`src/hdl/vfmt_cfg.svh`:
```
// Offsets, fields, reset values and limits of the format registers.
// Assumes inclusion by bare name wherever used.
//
// Overview of operation
// [RL1] Near-full flag at 90 percent, routed to pin
// [RL2] Header before packet end sets short-packet flag
// [RL3] Parity disable bit skips DID/SDID parity check
// [RL4] Failed DID/SDID parity blocks packet extraction
// [RL5] Vertical blank extract enables packets on blank lines
// [RL6] Forced code restricts processing to one format
// [RL7] Code bit4 HD, bit3 625-family, bits2:0 sub-standard
// [RL8] Fixed raster code assignments for listed formats
// [RL9] HD lock restricts search to HD
// [RL10] SD lock restricts search to SD
// [RL11] Neither lock bit set searches both
// [RL12] Fixed mode aligns once on first TRS
// [RL13] Off-boundary TRS sets misalign, on-boundary clears
// [RL14] Auto mode lets misalign flag drive realign
// [RL15] Realign enable realigns on every valid TRS; the code ignores it in auto mode (align mode one)
// [RL16] Align mode select resets to one
// [RL17] Detected code stored with same assignment
// [RL18] HD rates 74.25 and /1.001 report alike
// [RL19] TRS bits 6,7,8 held as H,V,F
// [RL20] Pattern select chooses output; self-test patterns defined
// [RL21] Pattern generator on enables generator and self-test
// [RL22] Self-test result one is pass
// [RL23] Pattern word: bit5 HD, bit4 scan, bits1:0 type
// [RL24] Registers are 8 bits, whole-word access
`ifndef VFMT_CFG_SVH
`define VFMT_CFG_SVH

// ----------------------------------------------------------------------
// Register offsets
// ----------------------------------------------------------------------
`define OFS_FORMAT_FORCE  8'h0b
`define OFS_DETECTED      8'h0c
`define OFS_TEST_PATTERN  8'h0d
`define OFS_ANC_OPTIONS   8'h18

// ----------------------------------------------------------------------
// Field positions
// ----------------------------------------------------------------------
`define BIT_HD_LOCK       5
`define BIT_SD_LOCK       6
`define BIT_ALIGN_MODE    7
`define BIT_CODE_HD       4
`define BIT_CODE_625      3
`define BIT_PAT_HD        5
`define BIT_PAT_GEN_ON    6
`define BIT_ST_RESULT     7
`define BIT_NEAR_FULL     0
`define BIT_SHORT_PKT     1
`define BIT_PARITY_DIS    2
`define BIT_VBL_EXTRACT   3
`define TRS_BIT_H         6
`define TRS_BIT_V         7
`define TRS_BIT_F         8

// ----------------------------------------------------------------------
// Reset values and limits
// ----------------------------------------------------------------------
`define RST_FORMAT_FORCE  8'h80
`define RST_TEST_PATTERN  8'h00
`define RST_ANC_OPTIONS   8'h00
`define NEAR_FULL_NUM     9
`define NEAR_FULL_DEN     10
`define PAT_TYPE_BARS     2'h3
`define PAT_TYPE_PLL      2'h1
`define PAT_SD_525_BARS   6'h03
`define PAT_SD_625_PLL    6'h11

`endif

```
`src/hdl/vfmt_pkg.sv`:
```
// Types shared by the format and framing register block.
// Assumes vfmt_cfg.svh is on the include path.
`include "vfmt_cfg.svh"
package vfmt_pkg;

    typedef enum logic [1:0] {
        SEARCH_BOTH,
        SEARCH_HD,
        SEARCH_SD
    } rate_mode_t;

    typedef struct packed {
        logic [9:0] did;
        logic [9:0] sdid;
        logic       vblank;
    } anc_hdr_t;

    typedef struct packed {
        logic [4:0] offset;
        logic [9:0] xyz;
    } trs_evt_t;

endpackage : vfmt_pkg

```
`src/hdl/vfmt_regs.sv`:
```
// Format, framing, test and ancillary option registers.
// Assumes host and video events on clk_in; realign pin is asynchronous.
`timescale 1ns/1ps
`default_nettype none
`include "vfmt_cfg.svh"
module vfmt_regs #(
    parameter int FIFO_DEPTH = 2048,
    parameter int LVL_W      = 12
) (
    input  wire logic              clk_in,
    input  wire logic              rstn_in,
    input  wire logic              host_wr_in,
    input  wire logic              host_rd_in,
    input  wire logic [7:0]        host_addr_in,
    input  wire logic [7:0]        host_wdata_in,
    output logic      [7:0]        host_rdata_out,
    output logic                   host_rvalid_out,
    input  wire logic [LVL_W-1:0]  fifo_level_in,
    input  wire logic              anc_hdr_valid_in,
    input  wire vfmt_pkg::anc_hdr_t anc_hdr_in,
    input  wire logic              anc_pkt_done_in,
    output logic                   anc_accept_out,
    output logic                   anc_reject_out,
    input  wire logic              det_valid_in,
    input  wire logic [4:0]        det_code_in,
    output vfmt_pkg::rate_mode_t   rate_mode_out,
    output logic                   forced_active_out,
    input  wire logic              trs_valid_in,
    input  wire vfmt_pkg::trs_evt_t trs_in,
    input  wire logic              realign_pin_in,
    output logic [4:0]             word_boundary_out,
    output logic                   word_locked_out,
    output logic                   mfp_near_full_out,
    output logic                   mfp_short_packet_out,
    output logic                   mfp_misalign_out,
    output logic [5:0]             pattern_select_out,
    output logic                   pattern_gen_on_out,
    output logic                   selftest_usable_out,
    input  wire logic              selftest_done_in,
    input  wire logic              selftest_ok_in
);

    // ------------------------------------------------------------------
    // Register storage
    // ------------------------------------------------------------------
    logic [7:0] fmt_force_q;
    logic [4:0] det_code_q;
    logic       line_blank_q;
    logic       row_blank_q;
    logic       odd_even_q;
    logic [5:0] pat_sel_q;
    logic       pat_gen_on_q;
    logic       st_result_q;
    logic       near_full_q;
    logic       short_pkt_q;
    logic       parity_dis_q;
    logic       vbl_extract_q;
    logic       in_packet_q;
    logic [4:0] boundary_q;
    logic       locked_q;
    logic       misalign_q;
    logic [2:0] realign_sync_q;
    logic       realign_pin_q;

    logic       wr_fmt;
    logic       wr_test;
    logic       wr_anc;
    logic       rd_anc;
    logic       align_mode;
    logic       forced_ok;
    logic       realign_now;
    logic       parity_ok;
    logic       near_full_d;

    assign wr_fmt     = host_wr_in && (host_addr_in == `OFS_FORMAT_FORCE);
    assign wr_test    = host_wr_in && (host_addr_in == `OFS_TEST_PATTERN);
    assign wr_anc     = host_wr_in && (host_addr_in == `OFS_ANC_OPTIONS);
    assign rd_anc     = host_rd_in && (host_addr_in == `OFS_ANC_OPTIONS);
    assign align_mode = fmt_force_q[`BIT_ALIGN_MODE];

    // ------------------------------------------------------------------
    // Raster code table
    // ------------------------------------------------------------------
    function automatic logic code_valid(input logic [4:0] c);
        case (c)
            5'h01, 5'h02, 5'h03, 5'h09, 5'h0a, 5'h0b,
            5'h11, 5'h12, 5'h13, 5'h19, 5'h1a, 5'h1c,
            5'h1d, 5'h14: code_valid = 1'b1; // RL8
            default:      code_valid = 1'b0;
        endcase
    endfunction : code_valid

    function automatic logic id_parity(input logic [9:0] w);
        id_parity = (w[8] == ^w[7:0]) && (w[9] != w[8]);
    endfunction : id_parity

    assign forced_ok = code_valid(fmt_force_q[4:0]);

    // ------------------------------------------------------------------
    // Host writes and reads, 8-bit whole registers
    // ------------------------------------------------------------------
    always_ff @(posedge clk_in) begin
        if (!rstn_in) begin
            fmt_force_q <= `RST_FORMAT_FORCE; // RL16
        end else if (wr_fmt) begin
            fmt_force_q <= host_wdata_in; // RL24
        end
    end

    always_ff @(posedge clk_in) begin
        if (!rstn_in) begin
            pat_sel_q    <= 6'(`RST_TEST_PATTERN);
            pat_gen_on_q <= 1'b0;
        end else if (wr_test) begin
            pat_sel_q    <= host_wdata_in[5:0]; // RL23
            pat_gen_on_q <= host_wdata_in[`BIT_PAT_GEN_ON]; // RL21
        end
    end

    always_ff @(posedge clk_in) begin
        if (!rstn_in) begin
            parity_dis_q  <= 1'b0;
            vbl_extract_q <= 1'b0;
        end else if (wr_anc) begin
            parity_dis_q  <= host_wdata_in[`BIT_PARITY_DIS]; // RL3
            vbl_extract_q <= host_wdata_in[`BIT_VBL_EXTRACT]; // RL5
        end
    end

    always_ff @(posedge clk_in) begin
        if (!rstn_in) begin
            host_rdata_out  <= 8'h00;
            host_rvalid_out <= 1'b0;
        end else begin
            host_rvalid_out <= host_rd_in;
            case (host_addr_in)
                `OFS_FORMAT_FORCE: host_rdata_out <= fmt_force_q;
                `OFS_DETECTED:     host_rdata_out <= {odd_even_q, row_blank_q,
                                                      line_blank_q, det_code_q};
                `OFS_TEST_PATTERN: host_rdata_out <= {st_result_q, pat_gen_on_q, pat_sel_q};
                `OFS_ANC_OPTIONS:  host_rdata_out <= {4'h0, vbl_extract_q, parity_dis_q,
                                                      short_pkt_q, near_full_q};
                default:           host_rdata_out <= 8'h00;
            endcase
        end
    end

    // ------------------------------------------------------------------
    // Ancillary FIFO flags and extraction
    // ------------------------------------------------------------------
    assign near_full_d = (32'(fifo_level_in) * `NEAR_FULL_DEN)
                         >= (32'(FIFO_DEPTH) * `NEAR_FULL_NUM);

    always_ff @(posedge clk_in) begin
        if (!rstn_in) begin
            near_full_q       <= 1'b0;
            mfp_near_full_out <= 1'b0;
        end else begin
            near_full_q       <= near_full_d; // RL1
            mfp_near_full_out <= near_full_d; // RL1
        end
    end

    always_ff @(posedge clk_in) begin
        if (!rstn_in) begin
            in_packet_q <= 1'b0;
        end else if (anc_hdr_valid_in) begin
            in_packet_q <= 1'b1;
        end else if (anc_pkt_done_in) begin
            in_packet_q <= 1'b0;
        end
    end

    // Set wins over the read that clears
    always_ff @(posedge clk_in) begin
        if (!rstn_in) begin
            short_pkt_q          <= 1'b0;
            mfp_short_packet_out <= 1'b0;
        end else if (anc_hdr_valid_in && in_packet_q) begin
            short_pkt_q          <= 1'b1; // RL2
            mfp_short_packet_out <= 1'b1; // RL2
        end else if (rd_anc) begin
            short_pkt_q          <= 1'b0;
            mfp_short_packet_out <= 1'b0;
        end
    end

    assign parity_ok = parity_dis_q // RL3
                       || (id_parity(anc_hdr_in.did) && id_parity(anc_hdr_in.sdid)); // RL4

    always_ff @(posedge clk_in) begin
        if (!rstn_in) begin
            anc_accept_out <= 1'b0;
            anc_reject_out <= 1'b0;
        end else begin
            anc_accept_out <= anc_hdr_valid_in && parity_ok
                              && (!anc_hdr_in.vblank || vbl_extract_q); // RL5
            anc_reject_out <= anc_hdr_valid_in && !(parity_ok
                              && (!anc_hdr_in.vblank || vbl_extract_q)); // RL4
        end
    end

    // ------------------------------------------------------------------
    // Format search and detection
    // ------------------------------------------------------------------
    always_ff @(posedge clk_in) begin
        if (!rstn_in) begin
            rate_mode_out     <= vfmt_pkg::SEARCH_BOTH;
            forced_active_out <= 1'b0;
        end else begin
            forced_active_out <= forced_ok; // RL6
            if (forced_ok) begin
                rate_mode_out <= fmt_force_q[`BIT_CODE_HD] ?
                                 vfmt_pkg::SEARCH_HD : vfmt_pkg::SEARCH_SD; // RL7
            end else if (fmt_force_q[`BIT_HD_LOCK]) begin
                rate_mode_out <= vfmt_pkg::SEARCH_HD; // RL9
            end else if (fmt_force_q[`BIT_SD_LOCK]) begin
                rate_mode_out <= vfmt_pkg::SEARCH_SD; // RL10
            end else begin
                rate_mode_out <= vfmt_pkg::SEARCH_BOTH; // RL11
            end
        end
    end

    // Rate variant never reaches the stored code
    always_ff @(posedge clk_in) begin
        if (!rstn_in) begin
            det_code_q <= 5'h00;
        end else if (det_valid_in && code_valid(det_code_in)
                     && (!forced_ok || det_code_in == fmt_force_q[4:0]) // RL6
                     && !(rate_mode_out == vfmt_pkg::SEARCH_HD
                          && !det_code_in[`BIT_CODE_HD])
                     && !(rate_mode_out == vfmt_pkg::SEARCH_SD
                          && det_code_in[`BIT_CODE_HD])) begin
            det_code_q <= det_code_in; // RL17 RL18
        end
    end

    // ------------------------------------------------------------------
    // Word framing and timing reference
    // ------------------------------------------------------------------
    always_ff @(posedge clk_in) begin
        if (!rstn_in) begin
            realign_sync_q <= 3'h0;
            realign_pin_q  <= 1'b0;
        end else begin
            realign_sync_q <= {realign_sync_q[1:0], realign_pin_in};
            if (realign_sync_q[1] == realign_sync_q[2]) begin
                realign_pin_q <= realign_sync_q[2];
            end
        end
    end

    assign realign_now = align_mode ? misalign_q : realign_pin_q; // RL14 RL15

    always_ff @(posedge clk_in) begin
        if (!rstn_in) begin
            boundary_q <= 5'h00;
            locked_q   <= 1'b0;
            misalign_q <= 1'b0;
        end else if (trs_valid_in) begin
            if (!locked_q || realign_now) begin
                boundary_q <= trs_in.offset; // RL12 RL15
                locked_q   <= 1'b1;
                misalign_q <= 1'b0;
            end else begin
                misalign_q <= (trs_in.offset != boundary_q); // RL13
            end
        end
    end

    always_ff @(posedge clk_in) begin
        if (!rstn_in) begin
            word_boundary_out <= 5'h00;
            word_locked_out   <= 1'b0;
            mfp_misalign_out  <= 1'b0;
        end else begin
            word_boundary_out <= boundary_q;
            word_locked_out   <= locked_q;
            mfp_misalign_out  <= misalign_q; // RL14
        end
    end

    always_ff @(posedge clk_in) begin
        if (!rstn_in) begin
            line_blank_q <= 1'b0;
            row_blank_q  <= 1'b0;
            odd_even_q   <= 1'b0;
        end else if (trs_valid_in) begin
            line_blank_q <= trs_in.xyz[`TRS_BIT_H]; // RL19
            row_blank_q  <= trs_in.xyz[`TRS_BIT_V]; // RL19
            odd_even_q   <= trs_in.xyz[`TRS_BIT_F]; // RL19
        end
    end

    // ------------------------------------------------------------------
    // Test pattern and self-test
    // ------------------------------------------------------------------
    always_ff @(posedge clk_in) begin
        if (!rstn_in) begin
            pattern_select_out  <= 6'h00;
            pattern_gen_on_out  <= 1'b0;
            selftest_usable_out <= 1'b0;
        end else begin
            pattern_select_out  <= pat_sel_q; // RL20
            pattern_gen_on_out  <= pat_gen_on_q; // RL21
            selftest_usable_out <= (pat_sel_q[`BIT_PAT_HD]
                                    && pat_sel_q[1:0] == `PAT_TYPE_BARS)
                                   || pat_sel_q == `PAT_SD_525_BARS
                                   || pat_sel_q == `PAT_SD_625_PLL; // RL20
        end
    end

    always_ff @(posedge clk_in) begin
        if (!rstn_in) begin
            st_result_q <= 1'b0;
        end else if (pat_gen_on_q && selftest_done_in) begin
            st_result_q <= selftest_ok_in && selftest_usable_out; // RL22
        end
    end
endmodule : vfmt_regs
`default_nettype wire

```
`config.mk`:
```
export PLATFORM = sky130hd
export DESIGN_NAME = vfmt_regs
export DESIGN_NICKNAME = d
export VERILOG_FILES = /design/src/hdl/vfmt_pkg.sv /design/src/hdl/vfmt_regs.sv
export VERILOG_INCLUDE_DIRS = /design/src /design/src/hdl
export SDC_FILE = /design/constraint.sdc
export NUM_CORES = 1
export LEC_CHECK = 0
export ABC_AREA = 1
export BUFFER_PORTS_ARGS = -buffer_cell sky130_fd_sc_hd__buf_2
export CAP_MARGIN = 20
export CORE_ASPECT_RATIO = 0.5
export CORE_MARGIN = 1.5
export CORE_UTILIZATION = 41
export DETAILED_ROUTE_END_ITERATION = 8
export PLACE_DENSITY = 0.75
export SYNTH_ARGS = -nofsm -noshare
export SYNTH_HDL_FRONTEND = slang
export SYNTH_SLANG_ARGS = --single-unit
```
`constraint.sdc`:
```
create_clock -name clk_in -period 1.6 [get_ports clk_in]
set_input_delay 0.16 -clock clk_in [delete_from_list [all_inputs] [get_ports clk_in]]
set_output_delay 0.16 -clock clk_in [all_outputs]
set_load 0.05 [all_outputs]
```
; ---- After elaboration in Yosys (flattened, before gate mapping)
; Memory sizes are Yosys's and may differ from the RTL's. A register that Yosys moved wholly into a read port is not among the register bits.
; Index checks and enable logic that the tools add are counted.
; Widths: inputs -> output; s select.
[op_classes]
muxes = 14
n_reduce_logical = 39
n_lt_le_gt_ge = 1
eq_ne = 16
n_mul = 1
[op_table]
columns = operator, n
row1 = $pmux 8 s4, 1
row2 = $eq 8x4->1 const B, 3
row3 = $logic_and 1x1->1, 21
row4 = $ge 16x15->1 const B, 1
row5 = $reduce_xor 8->1, 2
row6 = $mul 12x3->15 const B, 1
row7 = $mux 5, 2
row8 = $eq 8x5->1 const B, 1
row9 = $mux 2, 4
row10 = $logic_not 1->1, 7
row11 = $mux 1, 7
row12 = $eq 6x2->1 const B, 1
row13 = $eq 6x5->1 const B, 1
row14 = $logic_or 1x1->1, 6
row15 = $eq 5x5->1, 1
row16 = $ne 5x5->1, 1
row17 = $eq 2x2->1 const B, 2
row18 = $reduce_bool 2->1, 2
row19 = $eq 1x1->1, 3
row20 = $eq 2x1->1 const B, 1
row21 = $ne 1x1->1, 2
row22 = $reduce_and 2->1, 1
[word_totals]
rom_bits = 64
inputBits = 80
memories = 2
register_bits = 69
output_inout_bits = 31
elab_cells = 103
[mem_list]
columns = name, words, word_bits, read_ports, rd_clocked_by_memory_dff, write_ports, line_no
row1 = (name not given), 32, 1, 1, 0, 0, vfmt_regs.sv:85  ; case (c)
row2 = (name not given), 32, 1, 1, 1, 0, vfmt_regs.sv:85

; ---- Longest topological paths before layout
[depth]
depth_word = 8
depth_mapped = 14
mapped_depth_nobuf = 14

; ---- Worst setup path before layout
; Ideal clock, no wire load.
[synth_timing]
path_type = input -> register
start = input port host_addr_in[6]
end = register forced_ok (netlist name)
cell_stages = 13
arrival_time_ns = 1.630
slack_ns = -0.147
n_path_buf = 0
t_required_ns = 1.482
setup_time_ns = 0.118
path_cell_list = inv_1 -> nand2_1 -> nor2_4 -> nand3_2 -> clkinv_1 -> or2_2 -> o211ai_1 -> ha_1 -> inv_1 -> ha_1 -> inv_1 -> a21oi_1 -> a21oi_2
[synth_between]
elab_chain_cells = 4
[synth_rtl]
columns = element, line_no
row1 = "start, declared", vfmt_regs.sv:14  ; input wire logic [7:0] host_addr_in,
row2 = $eq 8x4->1, --
row3 = $logic_and 1x1->1, vfmt_regs.sv:75  ; assign wr_fmt = host_wr_in && (host_addr_in == `OFS_FORMAT_FORCE);
row4 = $mux 5 (no line) (2 in a row), --
; Every way passes these cells.
; A chain may end at the register's enable or synchronous reset.

; ---- Final worst setup path
[layout_timing]
start = register fmt_force_q[0]
end = register forced_ok (netlist name)
[layout_between]
elab_chain_cells = 2
[layout_rtl]
columns = element, line_no
row1 = "start, declared", vfmt_regs.sv:46  ; logic [7:0] fmt_force_q;
row2 = "start signal, assigned", vfmt_regs.sv:104  ; fmt_force_q <= `RST_FORMAT_FORCE;
row3 = "start signal, assigned", vfmt_regs.sv:106  ; fmt_force_q <= host_wdata_in;
row4 = $mux 5 (no line) (2 in a row), --
; Every way passes these cells.

==> flow_summary.json <==
{
  "finalWorstPathRequiredPeriod_ns": 1.545,
  "finalSetupViolCount": 0,
  "totalPowerFinal_mw": 4.539,
  "postRouteWirelength_mm": 9.056,
  "synthesis.area_mm2": 0.003882,
  "powerDensity_mw_per_mm2": 902.6,
  "cp_data_arrival_time_ns": 1.77,
  "cts_inserted_buffers": 9,
  "grt_use_total": 0.1895,
  "cts.sink_count": 70,
  "timing.final.max_slew_violations": 0,
  "layout_worst_path_cycle_share": 0.9658,
  "cts-htree-levels": 3,
  "grt_pass1_wl_mm": 15.39,
  "detailedPlacementHpwl_mm": 7.128,
  "antenna_found_initial": 0,
  "grt_max_degree": 20,
  "drive_gt1_frac": 0.2420,
  "tns_ns": 0,
  "floorplan_core_area_mm2": 0.008949,
  "crit_path_cell_trace": "or2_4, o211ai_1, ha_2, inv_1, ha_1, inv_1, a21oi_2, a21oi_2",
  "placed_cells": 817,
  "power.leakage_nw": 2.858,
  "measured_slew_at_the_worst_slew_check_pin_ns": 0.5772,
  "timing_worst_setup_path_type": "register to register",
  "io-pin-count": 111,
  "max-clock-path-buffers": 2,
  "groute.layer.met2.usage": 0.3333,
  "synth-seq-cells": 70,
  "n_antenna_cell": 0,
  "synthesis.instances": 583,
  "syn_nets": 688,
  "critical-path-slowest-cell": "sky130_fd_sc_hd__dfxtp_2",
  "smallest_setup_slack_after_layout_ns": 0.05478,
  "postSynth.topFlopCell": "sky130_fd_sc_hd__dfxtp_1",
  "synth.yosys.warnings": 0,
  "detail-route-antenna-nets": 0,
  "critical-path-max-stage-delay_ns": 0.33,
  "worst_skew_pair.late_latency_ns": 0.33,
  "worstPathBufferInverterCount": 2,
  "row_cnt": 24,
  "number_of_enable_flip_flop_cells_after_synthesis": 0,
  "clkSlewWorstSetupHoldPaths_ns": 0.05,
  "hold_class": "input pin to register",
  "floorplan.die_area_mm2": 0.01010,
  "gr-total-overflow": 0,
  "final_layout_net_count": 816,
  "first_pass_iters": 4,
  "initialDrtViolationCount": 168,
  "route.detailed.wl_per_inst_um": 10.88,
  "dr_total_vias": 3879,
  "tritoncts_clock_tree": "yes",
  "finalInstanceArea_mm2": 0.005029,
  "irDropWorstVdd_mv": 0.4645,
  "max_cap_viols": 0,
  "worst_hold_slack_ns": 0.01304,
  "rsz0062_at_grt": "no",
  "fmax_mhz": 647.2,
  "via_per_inst": 4.662,
  "fillerInstances": 858,
  "hold_viol_final": 0,
  "routability_congestion": 0.8411,
  "place_area_mm2": 0.004712,
  "synthDistinctLibCells": 38,
  "status": "finished, final reports clean",
  "synth_sequential_area_ratio": 0.3609,
  "grt_pass1_vias": 3624,
  "final_cell_mix": "sky130_fd_sc_hd__nand2_1, sky130_fd_sc_hd__inv_1, sky130_fd_sc_hd__buf_2",
  "placement.setup.worst_slack_ns": -0.3010,
  "final_core_util": 0.5619,
  "buffer_ports.inserted": 103,
  "post_cts_buffers": 0,
  "die_width_um": 140.6,
  "use_met1": 0.2265,
  "layout.cells.most_common": "sky130_fd_sc_hd__nand2_1",
  "cts_root_buffer": "sky130_fd_sc_hd__clkbuf_16",
  "proportion_of_synthesized_flip_flops_having_asynchronous_set_or_reset": 0,
  "layout-area-overhead-vs-synth_pct": 29.52,
  "required_ns": 1.82,
  "start_kind": "register",
  "syn_area_per_cell_um2": 6.659,
  "stdcell_count": 832,
  "die_height_um": 71.81,
  "gr-max-usage-layer": "met2",
  "gr-usage-met3": 0.04880,
  "crit_fanout": 3,
  "crit_family": "adder cells",
  "floorplan.initialDensity": 0.4339,
  "max-slew-margin-rel": 0.6148,
  "skew_ns": 0.003198,
  "post-route-drc-count": 0,
  "timing.critical_path.to_type": "register"
}
==> cell usage after synthesis (4+ instances only) <==
master                    instances  share of area
sky130_fd_sc_hd__nor2_1          44          0.043
sky130_fd_sc_hd__a21oi_1         28          0.036
sky130_fd_sc_hd__o21ai_0         31          0.040
sky130_fd_sc_hd__ha_1            24          0.077
sky130_fd_sc_hd__dfxtp_1         70           0.36
sky130_fd_sc_hd__nand2_2          4         0.0064
sky130_fd_sc_hd__xnor2_1          5          0.011
sky130_fd_sc_hd__nand4_1          5         0.0081
sky130_fd_sc_hd__inv_1          111           0.11
sky130_fd_sc_hd__nand2_1        192           0.19
sky130_fd_sc_hd__o21a_1           5         0.0097
sky130_fd_sc_hd__nand3_1         14          0.018
==> where the power goes <==
part / leakage, nW / switching (mW) / internal, mW / total (mW)
combinational: 2.15 / 0.458 / 0.305 / 0.763
sequential: 0.571 / 0.0276 / 1.80 / 1.83
clock: 0.135 / 0.704 / 1.24 / 1.94
total: 2.86 / 1.19 / 3.35 / 4.54
==> tightest hold or removal path, delay by kind of cell <==
kind / cells / cell delay, ns
buf+inv: 2 / 0.12
simple gates: 1 / 0.04
==> sequential cells by signal, summed over array words and instances (netlist names), 2 cells and up <==
signal,cells
boundary_q,5
rate_mode_out,2
det_code_q,5
host_rdata_out,8
word_boundary_out,5
pattern_select_out,6
pat_sel_q,6
realign_sync_q,3
fmt_force_q,8
==> cell families (layout without fill, tap and decap cells) <==
group | Yosys count | in the layout | share of synthesized area
and+or+nand+nor | 272 | 272 | 0.2884
buffers and inverters | 124 | 256 | 0.1247
AOI/OAI and AO/OA | 84 | 84 | 0.1254
DFF | 70 | 70 | 0.3609
adders and majority gates | 25 | 25 | 0.08250
xor gates and xnor gates | 8 | 8 | 0.01805
==> path summary, 6_finish.rpt <==
| check | startpoint | end | slack (ns) | cells after the start |
|---|---|---|---|---|
| worst max-delay path | fmt_force_q[0]$_SDFFE_PN0P_ | forced_ok$_DFF_P_ | 0.05 | 8 |
| worst min-delay path | realign_pin_in | realign_sync_q[0]$_SDFF_PN0_ | 0.01 | 3 |
| worst max register to register | fmt_force_q[0]$_SDFFE_PN0P_ | forced_ok$_DFF_P_ | 0.05 | 8 |
| worst min register to register | realign_sync_q[0]$_SDFF_PN0_ | realign_sync_q[1]$_SDFF_PN0_ | 0.42 | 2 |
==> area by class of cell <==
type,instances,area (um2),share of cell area
clock buffers,12,246.5,0.04902
clock inverters,3,45.04,0.008957
inverters,114,446.7,0.08883
multi-input cells,389,2044,0.4066
flip-flops and latches,70,1404,0.2792
well taps,117,146.4,0.02911
repair buffers,127,695.7,0.1383
==> repair_timing <==
item	CTS	global route
hold buffers	0	0
gates resized for setup	0	5
setup endpoints to repair	0	6
==> layer usage <==
layer / up-vias / part of all wire / wire length [um]
met5: - / 0 / 0
met4: 0 / 0.021 / 188
met3: 17 / 0.049 / 441
met2: 91 / 0.47 / 4222
met1: 1711 / 0.46 / 4203
li1: 2060 / - / -
No activity file was read; power rests on OpenSTA's default activity.
